==> config.mk <==
export PLATFORM = sky130hd
export DESIGN_NAME = scm_top
export DESIGN_NICKNAME = d
export VERILOG_FILES = /design/src/shared/scm_pkg.sv /design/src/hdl/scm_top.sv
export SDC_FILE = /design/constraint.sdc
export NUM_CORES = 1
export LEC_CHECK = 0
export ABC_AREA = 1
export BUFFER_PORTS_ARGS = -buffer_cell sky130_fd_sc_hd__buf_2
export CORE_MARGIN = 3
export CORE_UTILIZATION = 25
export DETAILED_ROUTE_END_ITERATION = 10
export PLACE_DENSITY = 0.51
export SLEW_MARGIN = 20
export SYNTH_ARGS = -nofsm -noshare
export SYNTH_HDL_FRONTEND = slang
export SYNTH_SLANG_ARGS = --single-unit
==> constraint.sdc <==
create_clock -name pclk -period 3.8 [get_ports pclk]
set_clock_uncertainty 0.2 [all_clocks]
set_input_delay 0.19 -clock pclk [delete_from_list [all_inputs] [get_ports pclk]]
set_output_delay 0.19 -clock pclk [all_outputs]
set_load 0.01 [all_outputs]
==> src/shared/scm_pkg.sv <==
package scm_pkg;

  // ---------------------------------------------------------------
  // Timing
  // ---------------------------------------------------------------
  localparam int CLK_NS   = 10;        // Clock period, ns
  localparam int MS_NS    = 1_000_000; // One millisecond, ns
  localparam int MS_CYC   = (MS_NS + CLK_NS - 1) / CLK_NS;
  localparam int INIT_MS  = 10_000;    // Power-up flash phase, ms
  localparam int DEB_MS   = 20;        // Switch must stand this long
  localparam int FLASH_MS = 250;       // LED blink half period, ms

  // ---------------------------------------------------------------
  // Register offsets (byte addresses)
  // ---------------------------------------------------------------
  localparam logic [7:0] A_CTRL = 8'h00; // Variant strap copy
  localparam logic [7:0] A_RCFG = 8'h04; // Remote-programmed settings
  localparam logic [7:0] A_NV   = 8'h08; // Stored menu settings
  localparam logic [7:0] A_STAT = 8'h0c; // Live state
  localparam logic [7:0] A_PROF = 8'h40; // 16 profile words, to 0x7c

  // Field positions
  localparam int CTRL_RC   = 0;  // 1: remote-capable variant
  localparam int RC_SENS   = 0;  // [3:0] sensitivity minus one
  localparam int RC_DET    = 4;  // [5:4] detection mode
  localparam int RC_XM     = 6;  // Cross-traffic masking on
  localparam int RC_TO     = 7;  // Slow approach, door open
  localparam int RC_TC     = 8;  // Slow approach, door closed
  localparam int RC_PASS   = 9;  // Passive relay
  localparam int NV_HOLD   = 0;  // [2:0] hold time step
  localparam int NV_IMM    = 4;  // [3:0] immunity 1..7
  localparam int NV_FO     = 8;  // [3:0] open-door field 1..10
  localparam int NV_FC     = 12; // [3:0] closed-door field 1..10
  localparam int PR_DET    = 0;  // [1:0] detection mode
  localparam int PR_XM     = 2;
  localparam int PR_TO     = 3;
  localparam int PR_TC     = 4;
  localparam int ST_STATE  = 0;  // [3:0] menu state
  localparam int ST_REM    = 4;
  localparam int ST_ADDR   = 8;  // [3:0] remote address
  localparam int ST_SENS   = 12; // [3:0] sensitivity minus one, 0..15
  localparam int ST_DET    = 16;
  localparam int ST_RELAY  = 17;

  // Reset and factory values
  localparam logic [31:0] CTRL_RST = 32'h0000_0000;
  localparam logic [31:0] RCFG_RST = 32'h0000_0037;
  localparam logic [2:0]  DEF_HOLD = 3'h2;
  localparam logic [3:0]  DEF_IMM  = 4'h1;
  localparam logic [3:0]  DEF_FLD  = 4'h5;

  // Number of legal values per adjusted quantity
  localparam logic [4:0] N_HOLD = 5'h08;
  localparam logic [4:0] N_IMM  = 5'h07;
  localparam logic [4:0] N_FLD  = 5'h0a;
  localparam logic [4:0] N_SENS = 5'h10;

  // Menu states, Gray along the usual path
  typedef enum logic [3:0] {
    S_INIT = 4'h0, S_NORM = 4'h1, S_MENU = 4'h3, S_HOLD = 4'h2,
    S_IMM  = 4'h6, S_SEL3 = 4'h7, S_FOP  = 4'h5, S_FOPS = 4'h4,
    S_FCL  = 4'hc, S_FCLS = 4'hd, S_FRST = 4'hf
  } scm_state_t;

  // Split 8-bit pot reading into n equal bands, 0..n-1
  function automatic logic [3:0] band(input logic [7:0] pot,
                                      input logic [4:0] n);
    logic [12:0] p;
    p = 13'(pot) * 13'(n);
    return p[11:8];
  endfunction

  // Relay hold time of a step, in ms
  function automatic logic [12:0] hold_ms(input logic [2:0] idx);
    logic [12:0] t;
    case (idx)
      3'h0:    t = 13'd200;
      3'h1:    t = 13'd500;
      3'h2:    t = 13'd1000;
      3'h3:    t = 13'd1500;
      3'h4:    t = 13'd2000;
      3'h5:    t = 13'd3000;
      3'h6:    t = 13'd4000;
      default: t = 13'd5000;
    endcase
    return t;
  endfunction

endpackage

==> src/hdl/scm_top.sv <==
// What this block does
// - Switch 5 change during init opens menu
// - Menu: switch 1 starts hold-time adjust
// - Hold time steps 0.2 to 5 s
// - Adjusting hold: relay toggles, LED alternates
// - Second switch 1 change stores hold time
// - After storing, switch 5 leaves menu
// - Switch 2 adjusts, shows, stores immunity
// - Switch 3 then 1: open-door field adjust
// - Switch 1 then 3 stores open field
// - Switch 3/2 enters, 2/3 stores closed field
// - Switch 4 flashes red, back restores defaults
// - Active closes contact, passive opens on detect
// - Switch up reads ON, down OFF
// - On remote variant switches need switch 6
// - Switch 6 off enables remote programming
// - Remote: ignore pot, switch 5; address 1-4
// - Remote mode keeps detecting and switching relay
// - Pot clockwise enlarges sensing area
// - Closed-door slow mode triggers near door
// - Init flashes red/green ten seconds, then status
// - Immunity from 1 to 7
module scm_top #(
  parameter int MS_CYC  = scm_pkg::MS_CYC,
  parameter int INIT_MS = scm_pkg::INIT_MS
) (
  input  wire logic        pclk,
  input  wire logic        presetn,
  input  wire logic        psel,
  input  wire logic        penable,
  input  wire logic        pwrite,
  input  wire logic [7:0]  paddr,
  input  wire logic [31:0] pwdata,
  output logic      [31:0] prdata,
  output logic             pready,
  output logic             pslverr,
  input  wire logic [5:0]  sw_pin,
  input  wire logic [7:0]  pot_pin,
  input  wire logic        motion_pin,
  input  wire logic        slow_near_pin,
  output logic             relay_closed,
  output logic             led_red,
  output logic             led_green,
  output logic [3:0]       sens_level,
  output logic [1:0]       det_mode,
  output logic             xmask_en,
  output logic             turtle_open_en,
  output logic [3:0]       imm_level,
  output logic [3:0]       fopen_level,
  output logic [3:0]       fclosed_level
);
  import scm_pkg::*;

  // ---------------------------------------------------------------
  // Pin synchronisers
  // ---------------------------------------------------------------
  logic [5:0] sw_m, sw_s;     // Switches, 1 = up = ON
  logic [7:0] pot_m, pot_s;   // Pot ADC word, slow-moving
  logic [1:0] det_m, det_s;   // Motion, slow-near flags

  // Two stages; first stage read only by second
  always_ff @(posedge pclk or negedge presetn) begin
    if (!presetn) begin
      sw_m  <= 6'h00;
      sw_s  <= 6'h00;
      pot_m <= 8'h00;
      pot_s <= 8'h00;
      det_m <= 2'h0;
      det_s <= 2'h0;
    end else begin
      sw_m  <= sw_pin;
      sw_s  <= sw_m;
      pot_m <= pot_pin;
      pot_s <= pot_m;
      det_m <= {slow_near_pin, motion_pin};
      det_s <= det_m;
    end
  end

  // ---------------------------------------------------------------
  // Millisecond and blink ticks
  // ---------------------------------------------------------------
  logic [16:0] ms_reg;        // Cycle count within 1 ms
  logic [7:0]  fl_reg;        // ms within blink half period
  logic [3:0]  frame_reg;     // Blink steps, level display frame
  wire         ms_tick = (ms_reg == 17'(MS_CYC - 1));
  wire         fl_tick = ms_tick && (fl_reg == 8'(FLASH_MS - 1));
  wire         blink   = frame_reg[0];

  // Free-running dividers
  always_ff @(posedge pclk or negedge presetn) begin
    if (!presetn) begin
      ms_reg    <= 17'h0;
      fl_reg    <= 8'h00;
      frame_reg <= 4'h0;
    end else begin
      ms_reg <= ms_tick ? 17'h0 : ms_reg + 17'h1;
      if (ms_tick)
        fl_reg <= fl_tick ? 8'h00 : fl_reg + 8'h01;
      if (fl_tick)
        frame_reg <= frame_reg + 4'h1;
    end
  end

  // ---------------------------------------------------------------
  // Switch debouncing
  // ---------------------------------------------------------------
  logic [5:0] stab_reg;       // Debounced levels
  logic [5:0] tog_reg;        // One-cycle toggle pulses
  logic [4:0] deb_reg [6];    // Per-switch stability counters
  logic [2:0] first_reg;      // Adopt levels until sync stages fill

  // A switch must hold its new level through DEB_MS ms ticks
  always_ff @(posedge pclk or negedge presetn) begin
    if (!presetn) begin
      stab_reg  <= 6'h00;
      tog_reg   <= 6'h00;
      first_reg <= 3'h7;
      for (int i = 0; i < 6; i++)
        deb_reg[i] <= 5'h00;
    end else begin
      tog_reg   <= 6'h00;
      first_reg <= {first_reg[1:0], 1'b0};
      // Power-up position is not a toggle; the synchroniser still
      // holds its reset zeros for two edges, so keep adopting
      if (first_reg != 3'h0)
        stab_reg <= sw_s;
      else for (int i = 0; i < 6; i++) begin
        if (sw_s[i] == stab_reg[i]) begin
          deb_reg[i] <= 5'h00;
        end else if (ms_tick) begin
          if (deb_reg[i] == 5'(DEB_MS - 1)) begin
            stab_reg[i] <= sw_s[i];
            tog_reg[i]  <= 1'b1;
            deb_reg[i]  <= 5'h00;
          end else begin
            deb_reg[i] <= deb_reg[i] + 5'h01;
          end
        end
      end
    end
  end

  // ---------------------------------------------------------------
  // Register file
  // ---------------------------------------------------------------
  logic [31:0] ctrl_reg;      // Variant flag
  logic [31:0] rcfg_reg;      // Remote settings
  logic [7:0]  prof_reg [16]; // Profile lookup table
  logic [2:0]  hold_reg;      // Stored hold step
  logic [3:0]  imm_reg;       // Stored immunity
  logic [3:0]  fo_reg;        // Stored open-door field
  logic [3:0]  fc_reg;        // Stored closed-door field

  // Bus decode
  wire setup   = psel && !penable;
  wire acc     = psel && penable && pready;
  wire hit_ctl = (paddr == A_CTRL);
  wire hit_rc  = (paddr == A_RCFG);
  wire hit_nv  = (paddr == A_NV);
  wire hit_st  = (paddr == A_STAT);
  wire hit_pr  = (paddr[7:6] == 2'h1) && (paddr[1:0] == 2'h0);
  wire hit_any = hit_ctl || hit_rc || hit_nv || hit_st || hit_pr;
  wire [3:0] pidx = paddr[5:2];

  // ---------------------------------------------------------------
  // Operating mode
  // ---------------------------------------------------------------
  // Remote variant with switch 6 off hands settings to remote
  wire remote = ctrl_reg[CTRL_RC] && !stab_reg[5];
  wire [7:0] prof = prof_reg[stab_reg[3:0]];
  wire [3:0] pot_sens = band(pot_s, N_SENS);
  wire [3:0] pot_hold = band(pot_s, N_HOLD);
  wire [3:0] pot_imm  = band(pot_s, N_IMM) + 4'h1;
  wire [3:0] pot_fld  = band(pot_s, N_FLD) + 4'h1;
  // Remote ignores pot and switch profile
  wire [3:0] sens_nx = remote ? rcfg_reg[RC_SENS +: 4]
                              : pot_sens;
  wire [1:0] det_nx  = remote ? rcfg_reg[RC_DET +: 2]
                              : prof[PR_DET +: 2];
  wire       xm_nx   = remote ? rcfg_reg[RC_XM] : prof[PR_XM];
  wire       to_nx   = remote ? rcfg_reg[RC_TO] : prof[PR_TO];
  wire       tc_nx   = remote ? rcfg_reg[RC_TC] : prof[PR_TC];
  // Switch 5 up selects active contact
  wire       pass_nx = remote ? rcfg_reg[RC_PASS]
                              : !stab_reg[4];

  // ---------------------------------------------------------------
  // Menu state machine
  // ---------------------------------------------------------------
  scm_state_t  st_reg, st_next;
  logic [13:0] init_reg;      // ms since restart
  wire t1 = tog_reg[0];
  wire t2 = tog_reg[1];
  wire t3 = tog_reg[2];
  wire t4 = tog_reg[3];
  wire t5 = tog_reg[4] && !remote;
  wire init_done = ms_tick && (init_reg == 14'(INIT_MS - 1));

  // Stores and factory reload
  wire sv_hold = (st_reg == S_HOLD) && t1;
  wire sv_imm  = (st_reg == S_IMM) && t2;
  wire sv_fo   = (st_reg == S_FOPS) && t3;
  wire sv_fc   = (st_reg == S_FCLS) && t3;
  wire factory = (st_reg == S_FRST) && t4;

  // Next state; one toggle per cycle in practice
  always_comb begin
    st_next = st_reg;
    case (st_reg)
      S_INIT: begin
        if (t5)
          st_next = S_MENU;
        else if (init_done)
          st_next = S_NORM;
      end
      S_MENU: begin
        if (t5)
          st_next = S_NORM;
        else if (t1)
          st_next = S_HOLD;
        else if (t2)
          st_next = S_IMM;
        else if (t3)
          st_next = S_SEL3;
        else if (t4)
          st_next = S_FRST;
      end
      S_SEL3: begin
        if (t1)
          st_next = S_FOP;
        else if (t2)
          st_next = S_FCL;
      end
      S_HOLD: if (sv_hold) st_next = S_MENU;
      S_IMM:  if (sv_imm) st_next = S_MENU;
      S_FOP:  if (t1) st_next = S_FOPS;
      S_FOPS: if (sv_fo) st_next = S_MENU;
      S_FCL:  if (t2) st_next = S_FCLS;
      S_FCLS: if (sv_fc) st_next = S_MENU;
      S_FRST: if (factory) st_next = S_INIT;
      default: st_next = st_reg;
    endcase
  end

  // State and init timer; factory reload restarts the timer
  always_ff @(posedge pclk or negedge presetn) begin
    if (!presetn) begin
      st_reg   <= S_INIT;
      init_reg <= 14'h0;
    end else begin
      st_reg <= st_next;
      if (factory)
        init_reg <= 14'h0;
      else if (ms_tick && st_reg == S_INIT && !init_done)
        init_reg <= init_reg + 14'h1;
    end
  end

  // ---------------------------------------------------------------
  // Relay timing
  // ---------------------------------------------------------------
  logic [12:0] hold_cnt;      // Off-delay remaining, ms
  logic [12:0] demo_cnt;      // Demo toggle timer, ms
  logic        demo_reg;      // Demo relay phase
  // Slow approach near closed door also triggers
  wire det_now = det_s[0] || (tc_nx && det_s[1]);
  wire det_act = det_now || (hold_cnt != 13'h0);
  wire [12:0] demo_ms = hold_ms(pot_hold[2:0]) - 13'h1;

  // Detection keeps running in every mode, remote included
  always_ff @(posedge pclk or negedge presetn) begin
    if (!presetn) begin
      hold_cnt <= 13'h0;
      demo_cnt <= 13'h0;
      demo_reg <= 1'b0;
    end else begin
      if (det_now)
        hold_cnt <= hold_ms(hold_reg);
      else if (ms_tick && hold_cnt != 13'h0)
        hold_cnt <= hold_cnt - 13'h1;
      // Demo runs at the pot-selected time
      if (st_reg != S_HOLD) begin
        demo_cnt <= 13'h0;
        demo_reg <= 1'b0;
      end else if (ms_tick) begin
        if (demo_cnt >= demo_ms) begin
          demo_cnt <= 13'h0;
          demo_reg <= !demo_reg;
        end else begin
          demo_cnt <= demo_cnt + 13'h1;
        end
      end
    end
  end

  // ---------------------------------------------------------------
  // LED and relay pattern
  // ---------------------------------------------------------------
  logic [3:0] lvl;            // Level being shown
  logic       red_nx, grn_nx, rel_nx;
  wire        lvl_on = (frame_reg < lvl);

  // Level display: red for lvl blink steps of each frame
  always_comb begin
    lvl    = 4'h0;
    red_nx = 1'b0;
    grn_nx = 1'b0;
    rel_nx = det_act ^ pass_nx;
    case (st_reg)
      S_INIT: begin
        red_nx = blink;
        grn_nx = !blink;
      end
      S_NORM: begin
        red_nx = det_act;
        grn_nx = !det_act;
      end
      S_HOLD: begin
        red_nx = demo_reg;
        grn_nx = !demo_reg;
        rel_nx = demo_reg;
      end
      S_IMM: begin
        lvl    = pot_imm;
        red_nx = lvl_on;
        grn_nx = !lvl_on;
      end
      S_FOP, S_FCL: begin
        lvl    = pot_fld;
        red_nx = lvl_on;
        grn_nx = !lvl_on;
      end
      S_FRST: red_nx = blink;
      default: grn_nx = blink;
    endcase
  end

  // ---------------------------------------------------------------
  // Registers and bus answer
  // ---------------------------------------------------------------
  logic [31:0] rd_nx;
  always_comb begin
    rd_nx = 32'h0;
    if (hit_ctl)
      rd_nx = ctrl_reg;
    else if (hit_rc)
      rd_nx = rcfg_reg;
    else if (hit_nv)
      rd_nx = {16'h0, fc_reg, fo_reg, imm_reg, 1'b0, hold_reg};
    else if (hit_st)
      rd_nx = {14'h0, relay_closed, det_act, sens_level,
               stab_reg[3:0], 3'h0, remote, st_reg};
    else if (hit_pr)
      rd_nx = {24'h0, prof_reg[pidx]};
  end

  // No wait state: ready follows setup by one cycle
  always_ff @(posedge pclk or negedge presetn) begin
    if (!presetn) begin
      pready  <= 1'b0;
      prdata  <= 32'h0;
      pslverr <= 1'b0;
    end else begin
      pready  <= setup;
      pslverr <= setup && !hit_any;
      if (setup && !pwrite)
        prdata <= rd_nx;
    end
  end

  // Software-writable registers
  always_ff @(posedge pclk or negedge presetn) begin
    if (!presetn) begin
      ctrl_reg <= CTRL_RST;
      rcfg_reg <= RCFG_RST;
      for (int i = 0; i < 16; i++)
        prof_reg[i] <= 8'h00;
    end else if (acc && pwrite) begin
      if (hit_ctl)
        ctrl_reg <= {31'h0, pwdata[CTRL_RC]};
      else if (hit_rc)
        rcfg_reg <= {22'h0, pwdata[9:0]};
      else if (hit_pr)
        prof_reg[pidx] <= {3'h0, pwdata[4:0]};
    end
  end

  // Stored settings, reloaded by factory reset
  always_ff @(posedge pclk or negedge presetn) begin
    if (!presetn) begin
      hold_reg <= DEF_HOLD;
      imm_reg  <= DEF_IMM;
      fo_reg   <= DEF_FLD;
      fc_reg   <= DEF_FLD;
    end else if (factory) begin
      hold_reg <= DEF_HOLD;
      imm_reg  <= DEF_IMM;
      fo_reg   <= DEF_FLD;
      fc_reg   <= DEF_FLD;
    end else begin
      if (sv_hold)
        hold_reg <= pot_hold[2:0];
      if (sv_imm)
        imm_reg <= pot_imm;
      if (sv_fo)
        fo_reg <= pot_fld;
      if (sv_fc)
        fc_reg <= pot_fld;
    end
  end

  // Registered outputs
  always_ff @(posedge pclk or negedge presetn) begin
    if (!presetn) begin
      relay_closed   <= 1'b0;
      led_red        <= 1'b0;
      led_green      <= 1'b0;
      sens_level     <= 4'h0;
      det_mode       <= 2'h0;
      xmask_en       <= 1'b0;
      turtle_open_en <= 1'b0;
      imm_level      <= DEF_IMM;
      fopen_level    <= DEF_FLD;
      fclosed_level  <= DEF_FLD;
    end else begin
      relay_closed   <= rel_nx;
      led_red        <= red_nx;
      led_green      <= grn_nx;
      sens_level     <= sens_nx + 4'h0;
      det_mode       <= det_nx;
      xmask_en       <= xm_nx;
      turtle_open_en <= to_nx;
      imm_level      <= imm_reg;
      fopen_level    <= fo_reg;
      fclosed_level  <= fc_reg;
    end
  end

endmodule

==> metrics.txt <==
status=complete, no violations; met2 routed WL=20,500 um; core area=roughly 63,000 um2; Crit Path Class=flop to flop; clock share of power=44.3%; Total Die Area=between 60,000 and 70,000 um2; root buffer cell=clkbuf_16; syn avg cell area=around 8.4 um2; Die Ht=259 um; met1 WL=roughly 23,000 um; Setup Total Neg Slack=0 ns; Setup crit start kind=flop; worst vdd ir=between 200 and 300 uV; library cells used by synthesis=65; CTS H-tree depth=2; Worst Path Max Fanout=6; Final Setup Violations=0; initial drt markers=1,351; pin count of the biggest net entering global routing=about 100; Synth warnings=0; GR Overflow Total=0; CTS tree=built; Final WS setup=0.244 ns; clock slew seen by the registers of the worst setup and hold paths=0.07 ns; Post-DP Area=17,400 um2; die width=259 um; gr usage total=13.8%; Mapped Cells=approximately 1.9k; Arr. time, crit path=3.78 ns; first-pass GRT wire length=73,900 um; switching share of power=a little over a quarter; DRT Wirelength=46,700 um; DR vias=13.7k; r2r setup slk=0.24 ns; max reg flops=80; RSZ-0062 raised after global routing=false; PortBufs=81; MaxCap Viol Count=0; pwr/cell area=408 nW/um2; Sw Pwr=2.09 mW; Top Ports=118; initial antenna violation count=2; HPWL Detailed=33,300 um; register area share after synthesis=47.0%; area grow syn2layout=18.3%; WL per Instance=16.1 um; critical path capture point type=flop; leakage power=8.69 nW; Slew HR=approximately 23%; RR Endpoint=led_green$_DFF_PN0_; maximum clock frequency=between 200 and 300 MHz; worst-margin pin slew=1.15 ns; count of final hold-check violations=0; initial core utilization=25.3%; worst path required time=4.02 ns; Reg-to-Reg Start=pot_s[5]$_DFF_PN0_; Tcrit/Tclk final=around 94%; routed wl met3=3020 um; mapped cell area=about 16,000 um2; nets=2,153; Pre-antenna DRT Iters=6; antenna cells=0; Synth area leader=dfrtp_1; hold path depth=4; via/cell ratio=~4.7; Num CTS Buffers=34; Power Internal=approximately 5.6 mW; Yosys reg bits=299; logic gate share of total power=11.4%; drt drc=0; fraction of registers with async set or reset after synthesis=100%; top-area cell type share of the netlist area=43.9%; Synth area leaders=dfrtp_1 (44%), nand2_1 (9.6%), o21ai_0 (5.8%); CTS Sinks=299; number of global-route vias before repair=13.0k; Final Critical Period=3.56 ns; Slew Limit Fails=0; Worst Hold Endpoint=prof_reg[120]$_DFFE_PN0P_; utilization after layout=30.0%; Reg power frac=44.3%; Finished Cell Area=18,900 um2; placer congestion estimate=0.867; pre-CTS WS=0.0110 ns; top_reg_cell synth=dfrtp_1; Post-synth EDFFs=0; Detail Route Antenna Nets=0; share of layout cells above drive strength 1=14.7%; Hold Crit Start=paddr[5]; Max Root-Sink Buffers=3; Highest Signal Layer=met4; type of the worst min-delay path=primary input to flop; latest clock arrival within the worst-skew pair=approximately 0.54 ns; worst r2r path cells=21; # rows=92
## Yosys cell counts, types with 23 or more instances
| cell type | instances |
|---|---|
| o21ai_0 | 184 |
| a21oi_1 | 61 |
| nand3_1 | 89 |
| nor2_1 | 158 |
| xor2_1 | 40 |
| ha_1 | 53 |
| a22oi_1 | 41 |
| nor3_1 | 23 |
| o21ai_1 | 32 |
| dfrtp_1 | 280 |
| nand2_1 | 409 |
| o22ai_1 | 23 |
| inv_1 | 196 |
## worst max-delay path by stage
| stage | start | end | slack [ns] | cells after the start |
|---|---|---|---|---|
| 2_1_floorplan | pot_s[6]$_DFF_PN0_ | demo_cnt[7]$_DFFE_PN0P_ | 0.21 | 22 |
| 3_3_place_gp | pot_s[5]$_DFF_PN0_ | demo_cnt[8]$_DFFE_PN0P_ | 0.09 | 22 |
| 3_5_place_dp | pot_s[5]$_DFF_PN0_ | demo_cnt[8]$_DFFE_PN0P_ | 0.01 | 22 |
| 4_1_cts | pot_s[5]$_DFF_PN0_ | demo_cnt[11]$_DFFE_PN0P_ | 0.11 | 21 |
| 5_1_grt | pot_s[6]$_DFF_PN0_ | demo_cnt[6]$_DFFE_PN0P_ | 0.007 | 22 |
| 6_report | pot_s[5]$_DFF_PN0_ | led_green$_DFF_PN0_ | 0.24 | 21 |
## repair_timing
item | CTS | global route
hold buffers | 33 | 0
buffers inserted | 0 | 4
endpoints found under the hold margin | 135 | 0
endpoints found under the setup margin | 2 | 16
pin swaps | 0 | 2
resized for setup | 1 | 8
## power by group through the flow
stage          sequential, mW  combinational [mW]  clock, mW
2_1_floorplan            3.45               0.551          0
6_report                 3.42               0.879       3.42
3_5_place_dp             3.47               0.840          0
3_3_place_gp             3.47               0.817          0
4_1_cts                  3.42               0.872       3.51
5_1_grt                  3.43                1.00       3.65
## cells in the final DEF, fill, tap and decap left out, types with 33 or more instances in the layout
| cell | count |
|---|---|
| dlygate4sd3_1 | 33 |
| a22oi_1 | 41 |
| buf_2 | 80 |
| o21ai_0 | 182 |
| a21oi_1 | 59 |
| inv_1 | 194 |
| nand3_1 | 89 |
| nand2_1 | 409 |
| ha_1 | 52 |
| xor2_1 | 40 |
| clkbuf_16 | 35 |
| nor2_1 | 157 |
| o21ai_1 | 33 |
| dfrtp_1 | 279 |
## metrics by stage
step           hold WS [ns]  total power, mW  std cells
2_1_floorplan        -0.306             4.00       1911
3_3_place_gp         0.0735             4.29       2805
3_5_place_dp         0.0846             4.31       2805
4_1_cts             0.00379             7.80       2898
5_1_grt              0.0321             8.08       2902
6_report             0.0340             7.72       2902
## worst max-delay path, cell delays in order (launching register included)
cell and delay, ns:
dfrtp_2 0.45, buf_4 0.18, fa_1 0.49, ha_1 0.32, nand2_1 0.09, inv_1 0.05, a21oi_2 0.15, nand2_1 0.06
nand2_1 0.07, nand2_1 0.08, xor2_1 0.16, ha_1 0.21, xor2_1 0.18, o21ai_1 0.13, inv_1 0.05, ha_1 0.26
nand2_1 0.06, inv_1 0.04, nand2_1 0.07, nand2_1 0.05, nand2_1 0.05, nand3_1 0.06
## layout make-up
| type | instances | area [um2] |
|---|---|---|
| clock buffer | 47 | 981 |
| timing repair buffer | 148 | 1050 |
| multi-input combinational | 1332 | 7310 |
| clock inverter | 13 | 155 |
| sequential | 299 | 7510 |
| inverter | 217 | 827 |
| fill | 6745 | 44200 |
| tap | 846 | 1060 |
## cell families (layout without fill, tap and decap cells)
| family | after synthesis | after routing | synth area share [%] |
|---|---|---|---|
| fa+ha+maj | 60 | 60 | 5.03 |
| simple gates | 793 | 793 | 22.3 |
| compound gates | 414 | 414 | 15.3 |
| buf+inv | 280 | 425 | 7.65 |
| xor+xnor | 47 | 47 | 2.58 |
| other cells | 1 | 16 | 0.0235 |
| flops | 299 | 299 | 47.0 |
| mux | 2 | 2 | 0.133 |
## metal layers
layer | global-route usage [%] | vias up
li1 | - | 6558
met1 | 20.2 | 6699
met2 | 20.9 | 400
met3 | 2.92 | 49
met4 | 2.91 | 0
met5 | 0 | -
Note: power is estimated with default switching activity, not from simulation.
